**src/rtl/adw_map.svh**
```systemverilog
// register offsets, field positions and reset values of the adc regs
`ifndef ADW_MAP_SVH
`define ADW_MAP_SVH
// register indices; byte address is four times the index
`define ADW_IDX_CTRL      6'h00
`define ADW_IDX_ACCUM     6'h02
`define ADW_IDX_MODE      6'h04
`define ADW_IDX_INSEL     6'h06
`define ADW_IDX_EVCTL     6'h09
`define ADW_IDX_IRQEN     6'h0A
`define ADW_IDX_FLAGS     6'h0B
`define ADW_IDX_DBG       6'h0C
`define ADW_IDX_TEMP      6'h0D
`define ADW_IDX_RES_LO    6'h10
`define ADW_IDX_RES_HI    6'h11
`define ADW_IDX_WLO_LO    6'h12
`define ADW_IDX_WLO_HI    6'h13
`define ADW_IDX_WHI_LO    6'h14
`define ADW_IDX_WHI_HI    6'h15
// field positions
`define ADW_BIT_ENABLE    0
`define ADW_BIT_START_EI  0
`define ADW_BIT_RDY       0
`define ADW_BIT_WIN       1
`define ADW_BIT_RUN       0
// reset values
`define ADW_RST_BYTE      8'h00
`define ADW_RST_WORD      16'h0000
`define ADW_RST_MODE      3'h0
`define ADW_RST_INSEL     5'h00
`define ADW_RST_ACCUM     3'h0
// code limits and accumulation
`define ADW_CODE_MAX      10'h3FF
`define ADW_CODE_MIN      10'h000
`define ADW_ACC_LOG_MAX   3'h6
`endif

```
**src/rtl/adw_pkg.sv**
```systemverilog
// types shared by the adc result and window register block
package adw_pkg;
  typedef enum logic [1:0] {
    ADW_IDLE = 2'b00,
    ADW_BUSY = 2'b01
  } adw_state_type;
  typedef enum logic [2:0] {
    ADW_WIN_OFF     = 3'h0,
    ADW_WIN_BELOW   = 3'h1,
    ADW_WIN_ABOVE   = 3'h2,
    ADW_WIN_INSIDE  = 3'h3,
    ADW_WIN_OUTSIDE = 3'h4
  } adw_win_mode_type;
  typedef struct packed {
    logic       valid;
    logic       over;
    logic       under;
    logic [9:0] code;
  } adw_sample_type;
  typedef struct packed {
    logic        hsel;
    logic [31:0] haddr;
    logic [1:0]  htrans;
    logic        hwrite;
    logic [2:0]  hsize;
    logic        hready;
  } adw_ahb_req_type;
endpackage

```
**src/rtl/adw_regs.sv**
```systemverilog
// adc result, window compare and control registers on an ahb-lite slave
//
// Notes on behaviour
// - event starts a conversion only while event_start_enable is set
// - irq_enable bit 1 gates the window_hit interrupt request
// - irq_enable bit 0 gates the result_ready interrupt request
// - window_hit flag set when result meets selected window condition
// - window_hit cleared only by software writing one; zero is ignored
// - result_ready flag set when a conversion completes
// - result, window_hit and result_ready update together when enabled
// - result_ready cleared only by writing one; zero write does nothing
// - run_while_halted keeps block running while cpu halted in debug
// - one shared temp byte serves every 16-bit register
// - temp byte is readable and writable at its own address
// - result low byte at base, high byte at base plus one, read only
// - single code clamps to 0x3FF when over-driven, zero when under
// - 16-bit accumulator holds up to 64 results without overflow
// - result and thresholds are unsigned, zero lowest, all ones full
// - single conversion gives ten-bit code in result bits 9:0
// - window compare done once on final accumulated value
// - 16-bit read-write low threshold as low and high byte
// - 16-bit read-write high threshold as low and high byte
// - mode 0 off, 1 below, 2 above, 3 inside, 4 outside, rest none
// - input selection change waits until running conversion completes
//
// Implementation choice: the AHB-Lite slave port.
`timescale 1ns/1ps
`include "adw_map.svh"

module adw_regs (
  input  wire logic                     I_CLK,
  input  wire logic                     I_RST,
  input  wire adw_pkg::adw_ahb_req_type I_AHB,
  input  wire logic [31:0]              I_HWDATA,
  output logic [31:0]                   O_HRDATA,
  output logic                          O_HREADYOUT,
  output logic                          O_HRESP,
  input  wire logic                     I_EVENT,
  input  wire logic                     I_DEBUG_HALT,
  input  wire adw_pkg::adw_sample_type  I_SAMPLE,
  output logic                          O_CONV_START,
  output logic                          O_CONV_FREEZE,
  output logic [4:0]                    O_INPUT_SELECT,
  output logic                          O_IRQ_RESULT,
  output logic                          O_IRQ_WINDOW
);
  import adw_pkg::*;

  // ****************************************
  // registers
  // ****************************************
  logic             adc_enable_reg;
  logic [2:0]       accum_log_reg;
  adw_win_mode_type window_mode_select_reg;
  logic [4:0]       input_select_reg;
  logic [4:0]       input_active_reg;
  logic             event_start_enable_reg;
  logic [1:0]       irq_enable_reg;
  logic             result_ready_reg;
  logic             window_hit_reg;
  logic             run_while_halted_reg;
  logic [7:0]       wide_access_byte_reg;
  logic [15:0]      conversion_result_reg;
  logic [15:0]      window_low_limit_reg;
  logic [15:0]      window_high_limit_reg;
  adw_state_type    state_reg;
  logic [15:0]      acc_reg;
  logic [6:0]       count_reg;

  // ****************************************
  // bus slave
  // ****************************************
  logic       wr_pend_reg;
  logic [5:0] wr_idx_reg;
  logic       rd_wait_reg;
  logic [5:0] rd_idx_reg;
  logic       take;
  logic       wr_en;
  logic       rd_en;
  logic [7:0] wbyte;
  logic [7:0] rbyte;

  // reads cost one wait state so pending writes are always visible
  assign take = I_AHB.hsel & I_AHB.htrans[1] & I_AHB.hready;
  assign O_HREADYOUT = ~rd_wait_reg;
  assign O_HRESP = 1'b0;
  assign wr_en = wr_pend_reg;
  assign rd_en = rd_wait_reg;
  assign wbyte = I_HWDATA[7:0];

  always_ff @(posedge I_CLK) begin
    if (I_RST) begin
      wr_pend_reg <= 1'b0;
      wr_idx_reg  <= 6'h00;
      rd_wait_reg <= 1'b0;
      rd_idx_reg  <= 6'h00;
    end else begin
      wr_pend_reg <= take & I_AHB.hwrite;
      rd_wait_reg <= take & ~I_AHB.hwrite;
      if (take) begin
        wr_idx_reg <= I_AHB.haddr[7:2];
        rd_idx_reg <= I_AHB.haddr[7:2];
      end
    end
  end

  // read mux; high bytes of 16-bit pairs come from the temp byte
  always_comb begin
    rbyte = 8'h00;
    unique case (rd_idx_reg)
      `ADW_IDX_CTRL:   rbyte = {7'h00, adc_enable_reg};
      `ADW_IDX_ACCUM:  rbyte = {5'h00, accum_log_reg};
      `ADW_IDX_MODE:   rbyte = {5'h00, window_mode_select_reg};
      `ADW_IDX_INSEL:  rbyte = {3'h0, input_select_reg};
      `ADW_IDX_EVCTL:  rbyte = {7'h00, event_start_enable_reg};
      `ADW_IDX_IRQEN:  rbyte = {6'h00, irq_enable_reg};
      `ADW_IDX_FLAGS:  rbyte = {6'h00, window_hit_reg, result_ready_reg};
      `ADW_IDX_DBG:    rbyte = {7'h00, run_while_halted_reg};
      `ADW_IDX_TEMP:   rbyte = wide_access_byte_reg;
      `ADW_IDX_RES_LO: rbyte = conversion_result_reg[7:0];
      `ADW_IDX_WLO_LO: rbyte = window_low_limit_reg[7:0];
      `ADW_IDX_WHI_LO: rbyte = window_high_limit_reg[7:0];
      `ADW_IDX_RES_HI,
      `ADW_IDX_WLO_HI,
      `ADW_IDX_WHI_HI: rbyte = wide_access_byte_reg;
      default:         rbyte = 8'h00;
    endcase
  end

  always_ff @(posedge I_CLK) begin
    if (I_RST) begin
      O_HRDATA <= 32'h0000_0000;
    end else if (rd_en) begin
      O_HRDATA <= {24'h00_0000, rbyte};
    end
  end

  // ****************************************
  // plain control registers
  // ****************************************
  // one process per register keeps each write decode easy to audit
  always_ff @(posedge I_CLK) begin
    if (I_RST) begin
      adc_enable_reg <= 1'b0;
    end else if (wr_en && (wr_idx_reg == `ADW_IDX_CTRL)) begin
      adc_enable_reg <= wbyte[`ADW_BIT_ENABLE];
    end
  end

  always_ff @(posedge I_CLK) begin
    if (I_RST) begin
      accum_log_reg <= `ADW_RST_ACCUM;
    end else if (wr_en && (wr_idx_reg == `ADW_IDX_ACCUM)) begin
      accum_log_reg <= wbyte[2:0];
    end
  end

  always_ff @(posedge I_CLK) begin
    if (I_RST) begin
      window_mode_select_reg <= ADW_WIN_OFF;
    end else if (wr_en && (wr_idx_reg == `ADW_IDX_MODE)) begin
      window_mode_select_reg <= adw_win_mode_type'(wbyte[2:0]);
    end
  end

  always_ff @(posedge I_CLK) begin
    if (I_RST) begin
      input_select_reg <= `ADW_RST_INSEL;
    end else if (wr_en && (wr_idx_reg == `ADW_IDX_INSEL)) begin
      input_select_reg <= wbyte[4:0];
    end
  end

  always_ff @(posedge I_CLK) begin
    if (I_RST) begin
      event_start_enable_reg <= 1'b0;
    end else if (wr_en && (wr_idx_reg == `ADW_IDX_EVCTL)) begin
      event_start_enable_reg <= wbyte[`ADW_BIT_START_EI];
    end
  end

  always_ff @(posedge I_CLK) begin
    if (I_RST) begin
      irq_enable_reg <= 2'b00;
    end else if (wr_en && (wr_idx_reg == `ADW_IDX_IRQEN)) begin
      irq_enable_reg <= wbyte[1:0];
    end
  end

  always_ff @(posedge I_CLK) begin
    if (I_RST) begin
      run_while_halted_reg <= 1'b0;
    end else if (wr_en && (wr_idx_reg == `ADW_IDX_DBG)) begin
      run_while_halted_reg <= wbyte[`ADW_BIT_RUN];
    end
  end

  // ****************************************
  // shared temp byte and 16-bit pairs
  // ****************************************
  // a low read in the wait cycle never meets a write, the bus forbids it
  always_ff @(posedge I_CLK) begin
    if (I_RST) begin
      wide_access_byte_reg <= `ADW_RST_BYTE;
    end else if (rd_en) begin
      unique case (rd_idx_reg)
        `ADW_IDX_RES_LO:
          wide_access_byte_reg <= conversion_result_reg[15:8];
        `ADW_IDX_WLO_LO:
          wide_access_byte_reg <= window_low_limit_reg[15:8];
        `ADW_IDX_WHI_LO:
          wide_access_byte_reg <= window_high_limit_reg[15:8];
        default: ;
      endcase
    end else if (wr_en) begin
      unique case (wr_idx_reg)
        `ADW_IDX_TEMP,
        `ADW_IDX_WLO_LO,
        `ADW_IDX_WHI_LO: wide_access_byte_reg <= wbyte;
        default: ;
      endcase
    end
  end

  always_ff @(posedge I_CLK) begin
    if (I_RST) begin
      window_low_limit_reg  <= `ADW_RST_WORD;
      window_high_limit_reg <= `ADW_RST_WORD;
    end else if (wr_en) begin
      unique case (wr_idx_reg)
        `ADW_IDX_WLO_HI:
          window_low_limit_reg <= {wbyte, wide_access_byte_reg};
        `ADW_IDX_WHI_HI:
          window_high_limit_reg <= {wbyte, wide_access_byte_reg};
        default: ;
      endcase
    end
  end

  // ****************************************
  // conversion sequencing
  // ****************************************
  logic        running;
  logic        start;
  logic [9:0]  code;
  logic [15:0] acc_next;
  logic [6:0]  target;
  logic        done;

  // frozen only while halted and not told to keep running
  assign running = ~I_DEBUG_HALT | run_while_halted_reg;
  assign O_CONV_FREEZE = ~running;
  assign start = I_EVENT & event_start_enable_reg & adc_enable_reg
               & running & (state_reg == ADW_IDLE);

  always_comb begin
    if (I_SAMPLE.over) begin
      code = `ADW_CODE_MAX;
    end else if (I_SAMPLE.under) begin
      code = `ADW_CODE_MIN;
    end else begin
      code = I_SAMPLE.code;
    end
  end

  // 64 x 0x3FF fits 16 bits, so plain sum cannot wrap
  assign acc_next = acc_reg + {6'h00, code};
  // reserved sample counts fall back to the largest, 64
  assign target = (accum_log_reg > `ADW_ACC_LOG_MAX)
                ? 7'h40 : 7'(7'h01 << accum_log_reg);
  assign done = (state_reg == ADW_BUSY) & I_SAMPLE.valid & running
              & adc_enable_reg & (count_reg + 7'h01 == target);

  always_ff @(posedge I_CLK) begin
    if (I_RST) begin
      state_reg    <= ADW_IDLE;
      acc_reg      <= `ADW_RST_WORD;
      count_reg    <= 7'h00;
      O_CONV_START <= 1'b0;
    end else begin
      O_CONV_START <= start;
      unique case (state_reg)
        ADW_IDLE: begin
          if (start) begin
            state_reg <= ADW_BUSY;
            acc_reg   <= `ADW_RST_WORD;
            count_reg <= 7'h00;
          end
        end
        ADW_BUSY: begin
          if (!adc_enable_reg) begin
            state_reg <= ADW_IDLE;
          end else if (I_SAMPLE.valid && running) begin
            acc_reg   <= acc_next;
            count_reg <= count_reg + 7'h01;
            if (done) begin
              state_reg <= ADW_IDLE;
            end
          end
        end
        default: state_reg <= ADW_IDLE;
      endcase
    end
  end

  always_ff @(posedge I_CLK) begin
    if (I_RST) begin
      conversion_result_reg <= `ADW_RST_WORD;
    end else if (done) begin
      conversion_result_reg <= acc_next;
    end
  end

  // mux moves only between conversions
  always_ff @(posedge I_CLK) begin
    if (I_RST) begin
      input_active_reg <= `ADW_RST_INSEL;
    end else if (state_reg == ADW_IDLE || done) begin
      input_active_reg <= input_select_reg;
    end
  end
  assign O_INPUT_SELECT = input_active_reg;

  // ****************************************
  // window compare and flags
  // ****************************************
  logic win_match;
  logic clr_rdy;
  logic clr_win;

  // compare only the finished sum, never a single sample
  always_comb begin
    unique case (window_mode_select_reg)
      ADW_WIN_BELOW:
        win_match = acc_next < window_low_limit_reg;
      ADW_WIN_ABOVE:
        win_match = acc_next > window_high_limit_reg;
      ADW_WIN_INSIDE:
        win_match = (acc_next > window_low_limit_reg)
                  & (acc_next < window_high_limit_reg);
      ADW_WIN_OUTSIDE:
        win_match = ~((acc_next > window_low_limit_reg)
                    & (acc_next < window_high_limit_reg));
      default: win_match = 1'b0;
    endcase
  end

  assign clr_rdy = wr_en & (wr_idx_reg == `ADW_IDX_FLAGS)
                 & wbyte[`ADW_BIT_RDY];
  assign clr_win = wr_en & (wr_idx_reg == `ADW_IDX_FLAGS)
                 & wbyte[`ADW_BIT_WIN];

  // set beats a clear landing in the same cycle
  always_ff @(posedge I_CLK) begin
    if (I_RST) begin
      result_ready_reg <= 1'b0;
    end else if (done) begin
      result_ready_reg <= 1'b1;
    end else if (clr_rdy) begin
      result_ready_reg <= 1'b0;
    end
  end

  always_ff @(posedge I_CLK) begin
    if (I_RST) begin
      window_hit_reg <= 1'b0;
    end else if (done && win_match) begin
      window_hit_reg <= 1'b1;
    end else if (clr_win) begin
      window_hit_reg <= 1'b0;
    end
  end

  assign O_IRQ_RESULT = result_ready_reg & irq_enable_reg[0];
  assign O_IRQ_WINDOW = window_hit_reg & irq_enable_reg[1];

endmodule // adw_regs

```
**config.mk**
```make
export PLATFORM = sky130hd
export DESIGN_NAME = adw_regs
export DESIGN_NICKNAME = d
export VERILOG_FILES = /design/src/rtl/adw_pkg.sv /design/src/rtl/adw_regs.sv
export VERILOG_INCLUDE_DIRS = /design/src /design/src/rtl
export SDC_FILE = /design/constraint.sdc
export NUM_CORES = 1
export LEC_CHECK = 0
export BUFFER_PORTS_ARGS = -buffer_cell sky130_fd_sc_hd__buf_2
export CORE_MARGIN = 5
export CORE_UTILIZATION = 51
export DETAILED_ROUTE_END_ITERATION = 10
export MAX_ROUTING_LAYER = met4
export PLACE_DENSITY = 0.77
export SETUP_SLACK_MARGIN = 0.3
export SKIP_CTS_REPAIR_TIMING = 1
export SLEW_MARGIN = 20
export SYNTH_ARGS = -nofsm -noshare
export SYNTH_HDL_FRONTEND = slang
export SYNTH_SLANG_ARGS = --single-unit
```
**constraint.sdc**
```tcl
create_clock -name I_CLK -period 4.1 [get_ports I_CLK]
set_clock_uncertainty 0.2 [all_clocks]
set_input_delay 0.205 -clock I_CLK [delete_from_list [all_inputs] [get_ports I_CLK]]
set_output_delay 0.205 -clock I_CLK [all_outputs]
set_load 0.005 [all_outputs]
```
Yosys cells after proc, flatten, opt, wreduce, memory -nomap -nowiden --
Cells that the tools add are included.
Cells by class: bitwise operators 24, mux-type cells 26, equality and inequality tests 26, shift-type cells 1, reduce and logical (&&, ||, !) cells 24, magnitude comparators 5, add/subtract/negate cells 2
Operator list (number):
- 8-bit one-hot mux with 12 select lines | 1
- 16-bit two-way mux | 3
- 6-bit by 5-bit == test with 1-bit output, second input constant | 6
- 16-bit > comparator | 2
- 16-bit < comparator | 2
- 16-bit one-hot mux with 2 select lines | 1
- 6-bit by 4-bit == test with 1-bit output, second input constant | 5
- 7-bit two-way mux | 4
- 8-bit two-way mux | 3
- 8-bit one-hot mux with 3 select lines | 1
- 10-bit two-way mux | 2
- 1-bit AND | 18
- 16-bit by 10-bit adder with 16-bit output | 1
- 7-bit one-hot mux with 2 select lines | 1
- 6-bit by 3-bit == test with 1-bit output, second input constant | 2
- 2-bit nonzero test | 5
- 1-bit logical AND | 9
- 2-bit two-way mux | 4
- 7-bit by 1-bit adder with 7-bit output, second input constant | 1
- 7-bit == test | 1
- 1-bit by 3-bit << shifter with 7-bit output, first input constant | 1
- 3-bit by 2-bit == test with 1-bit output, second input constant | 2
- 6-bit by 2-bit == test with 1-bit output, second input constant | 1
- 6-bit zero test | 1
- 21 further kinds | 31
Word-level totals: register bits 121, input port bits 89

Longest topological paths before layout --
depth in word-level cells 9, depth in mapped cells 20

Least setup slack after synthesis --
OpenSTA, ideal clock, no wires.
path type input-to-reg, start point in I_SAMPLE[11] (netlist name), end point reg window_hit_reg, path buffers 1, required time 3768 ps, library setup time 132 ps, slack -163 ps, stages 20, data arrival time 3931 ps, cell sequence clkbuf_1 > a21o_1 > ha_1 > inv_1 > fa_1 > nor2b_1 > o2111ai_1 > nand3_1 > a41o_1 > and3_1 > xnor2_1 > inv_1 > ha_1 > nand4_1 > or3_1 > a21oi_1 > or4_1 > or3_1 > a32oi_1 > a21oi_1
On the way: longest elaborated chain between the ends 8, elaborated cells on any way between the ends 12
RTL lines:
- start: declaration | RTL line adw_regs.sv:40 | input wire adw_pkg::adw_sample_type I_SAMPLE,
- 10-bit two-way mux (*) | RTL line adw_regs.sv:257 | if (I_SAMPLE.over) begin
- 16-bit by 10-bit adder with 16-bit output (*) | RTL line adw_regs.sv:267 | assign acc_next = acc_reg + {6'h00, code};
- named net acc_next[14] | RTL line adw_regs.sv:246 | logic [15:0] acc_next;
- 16-bit > comparator / 16-bit < comparator (equally long branches)
- 1-bit AND | RTL line adw_regs.sv:340, adw_regs.sv:343
- 1-bit inverter | RTL line adw_regs.sv:342 | win_match = ~((acc_next > window_low_limit_reg)
- 1-bit one-hot mux with 4 select lines (*) | RTL line adw_regs.sv:333 | unique case (window_mode_select_reg)
- 1-bit logical AND (*) | RTL line adw_regs.sv:367 | end else if (done && win_match) begin
- 1-bit two-way mux / 2-bit nonzero test (equally long branches)
- end signal: assignment | RTL line adw_regs.sv:366 | window_hit_reg <= 1'b0;
- end signal: assignment | RTL line adw_regs.sv:368 | window_hit_reg <= 1'b1;
- end signal: assignment | RTL line adw_regs.sv:370 | window_hit_reg <= 1'b0;
- end: declaration | RTL line adw_regs.sv:60 | logic window_hit_reg;
Mark *: on every way through the listed nets, which the timed path passes. The rest lies on a longest branch. A chain may end at the register's enable or synchronous reset.

Worst setup path in the final report --
start point reg acc_reg[0], end point reg window_hit_reg
On the way: longest elaborated chain between the ends 7, elaborated cells on any way between the ends 11
RTL lines:
- start: declaration | RTL line adw_regs.sv:67 | logic [15:0] acc_reg;
- start signal: assignment | RTL line adw_regs.sv:277 | acc_reg <= `ADW_RST_WORD;
- start signal: assignment | RTL line adw_regs.sv:286 | acc_reg <= `ADW_RST_WORD;
- start signal: assignment | RTL line adw_regs.sv:294 | acc_reg <= acc_next;
- 16-bit by 10-bit adder with 16-bit output (*) | RTL line adw_regs.sv:267
- named net acc_next[14] | RTL line adw_regs.sv:246
- 16-bit > comparator / 16-bit < comparator (equally long branches)
- 1-bit AND | RTL line adw_regs.sv:340, adw_regs.sv:343
- 1-bit inverter | RTL line adw_regs.sv:342
- 1-bit one-hot mux with 4 select lines (*) | RTL line adw_regs.sv:333
- 1-bit logical AND (*) | RTL line adw_regs.sv:367
- 1-bit two-way mux / 2-bit nonzero test (equally long branches)
Marks and branches as above.

==> run metrics <==
Site Rows 42; Crit Reg-Reg Startpoint acc_reg[0]; DRT Pass-1 Iters 6; Inserted Clock Buffers 17; final hold vios 0; CTS tree built; Ports 132; input/output buffers 52; Net count, final 1089; Die ar. 16200 sq um; crit path from acc_reg[0]; Crit Path Class flip-flop to flip-flop; first-pass GRT wire length 29700 um; area grow syn2layout 19.4%; Post-Route WL 18500 um; Synth Flop Type dfxtp_1; Starting Density 0.524; Max Root-Sink Buffers 2; largest net degree at the start of global routing 94; footprint of the multi-input gates 4280 sq um; outcome finished clean; commonest cells after routing, fill and taps aside 119 x dfxtp_1, 104 x nor2_1, 89 x nand2_1; Sequential Area 2400 sq um; Worst EP required 4.15 ns; Power Dens Cells 317 nW/um^2; peak supply drop 0.270 mV; number of flops mapped to enable cells by yosys 0; # clock sinks 120; H-tree level count 4; Filler Cell Count 1133; max cap viols 0; CP Launch Type flip-flop; grt ovf 0; antenna cells 0; clock-pin transition on the worst setup and hold timing paths 0.05 ns; CTS Root Cell clkbuf_16; vias in the first global route 6138; max-slew headroom at the worst pin 0.292; Min Clock Period, post-route 4.02 ns; crit-path max FO 6; Arrival @ worst endpoint 4.07 ns; GRT Overall Usage 0.234; sum of negative setup slack 0 ns; sequential cell area fraction in the yosys report 0.342; Synth area leaders dfxtp_1 34%, ha_1 7.7%, a21oi_1 6.0%; Leak 3.38 nW; Detail Route Antenna Nets 0; Detailed Route Iter0 Violations 677; DIE HEIGHT 127 um; Post-Syn Area per Cell 8.07 sq um; Tcrit/Tclk final 0.981; Netlist Area Pre-Place 7020 sq um; gpl congestion 0.952; Die X-Extent 127 um; final setup fails 0; RSZ-0062 raised after global routing yes; DR WL/cell 16.2 um; synthesized flop and latch total 120; Post-DP HPWL 12900 um; Cell variety after synth 69; synth warn 0; Yosys top cell area share 0.342; most common cell after layout, fill and taps aside dfxtp_1; Post-route DRC 0; post-synthesis cell count 870; core area 13400 sq um; share of layout cells above drive strength 1 0.182; Post-synth ARST share 0; max-slew violations 0; Worst Tran Pin Value 1.06 ns; fin area 8390 sq um; DP Area 7550 sq um; initial antenna violation count 0; vias per cell 5.73; Worst Setup End Kind flip-flop; HP Class input port to flip-flop; cell taking the most area after synthesis dfxtp_1; via count 6535; HP Start I_EVENT; clk_lat worst skew 0.42 ns; FMAX 0.249 GHz
## logic make-up (layout without fill, tap and decap cells)
logic type | Yosys count | after routing | synth area share
compound gates | 214 | 214 | 0.204
xor+xnor | 18 | 18 | 0.0224
fa+ha+maj | 44 | 44 | 0.0794
buf+inv | 125 | 196 | 0.0880
flops | 120 | 120 | 0.342
mux | 36 | 36 | 0.0513
other cells | 1 | 25 | 0.000534
simple gates | 312 | 312 | 0.212
## power by group
part	switching, W	internal [W]	leakage [nW]	total, W
clock network	0.000497	0.000800	0.248	0.00130
registers	0.00000742	0.00117	0.967	0.00118
logic	0.000105	0.0000788	2.16	0.000184
total	0.000609	0.00205	3.38	0.00266
## cell type report
type                       instances  area share
sequential                       120       0.287
multi-input combinational        649       0.510
clock inverter                     4     0.00268
timing repair buffer             118      0.0949
inverter                          50      0.0225
tap                              176      0.0262
clock buffer                      24      0.0574
## Yosys cell counts, types with 5 or more instances
cell / number
dfxtp_1: 120
nor2_1: 104
nand2_1: 89
a21oi_1: 84
inv_1: 48
ha_1: 43
clkbuf_1: 38
mux2i_1: 36
nand3_1: 31
a22oi_1: 29
buf_4: 26
o21ai_0: 22
a21o_1: 17
nor3_1: 16
nand3b_1: 10
nand4_1: 10
xnor2_1: 10
xor2_1: 8
a31oi_1: 7
nand2b_1: 7
a211oi_2: 6
a222oi_1: 6
and3_1: 6
buf_2: 6
a311o_1: 5
nor3b_1: 5
or3_1: 5
## path summary, 6_finish.rpt
path	end	slack, ns	depth (start not counted)
max	window_hit_reg	0.08	18
min	O_CONV_START	0.08	4
max reg2reg	window_hit_reg	0.08	18
min reg2reg	O_HRDATA[0]	0.27	2
## per-layer routing
layer / track usage / wire (um) / up-vias
li1: - / - / 3205
met1: 0.282 / 7920 / 3069
met2: 0.385 / 8960 / 215
met3: 0.0388 / 1070 / 46
met4: 0.106 / 548 / 0
met5: - / 0 / -
## critical path, cell delays in order, from the launching register on
cell and delay, ns:
dfxtp_2 0.34, ha_4 0.14, inv_1 0.05, fa_2 0.36
nor2b_4 0.14, o2111ai_2 0.16, nand3_2 0.11, a41o_4 0.23
and3_4 0.21, xnor2_2 0.15, inv_2 0.10, ha_4 0.23
nand4_1 0.18, or3_1 0.14, a21oi_1 0.05, or4_4 0.44
or3_1 0.33, a32oi_1 0.19, a21oi_1 0.09
## stage by stage
| stage | power, W | std cells | utilization | hold slack (ns) | setup slack [ns] |
|---|---|---|---|---|---|
| floorplan | 0.00132 | 894 | - | 0.0843 | 0.190 |
| global placement | 0.00136 | 1094 | 0.563 | 0.192 | -0.164 |
| detailed placement | 0.00137 | 1094 | 0.563 | 0.190 | -0.291 |
| CTS | 0.00265 | 1122 | 0.601 | -0.248 | -0.202 |
| global route | 0.00274 | 1141 | 0.626 | 0.0932 | -0.0592 |
| finish | 0.00266 | 1141 | 0.626 | 0.0773 | 0.0784 |
(Power assumes the default switching activity.)
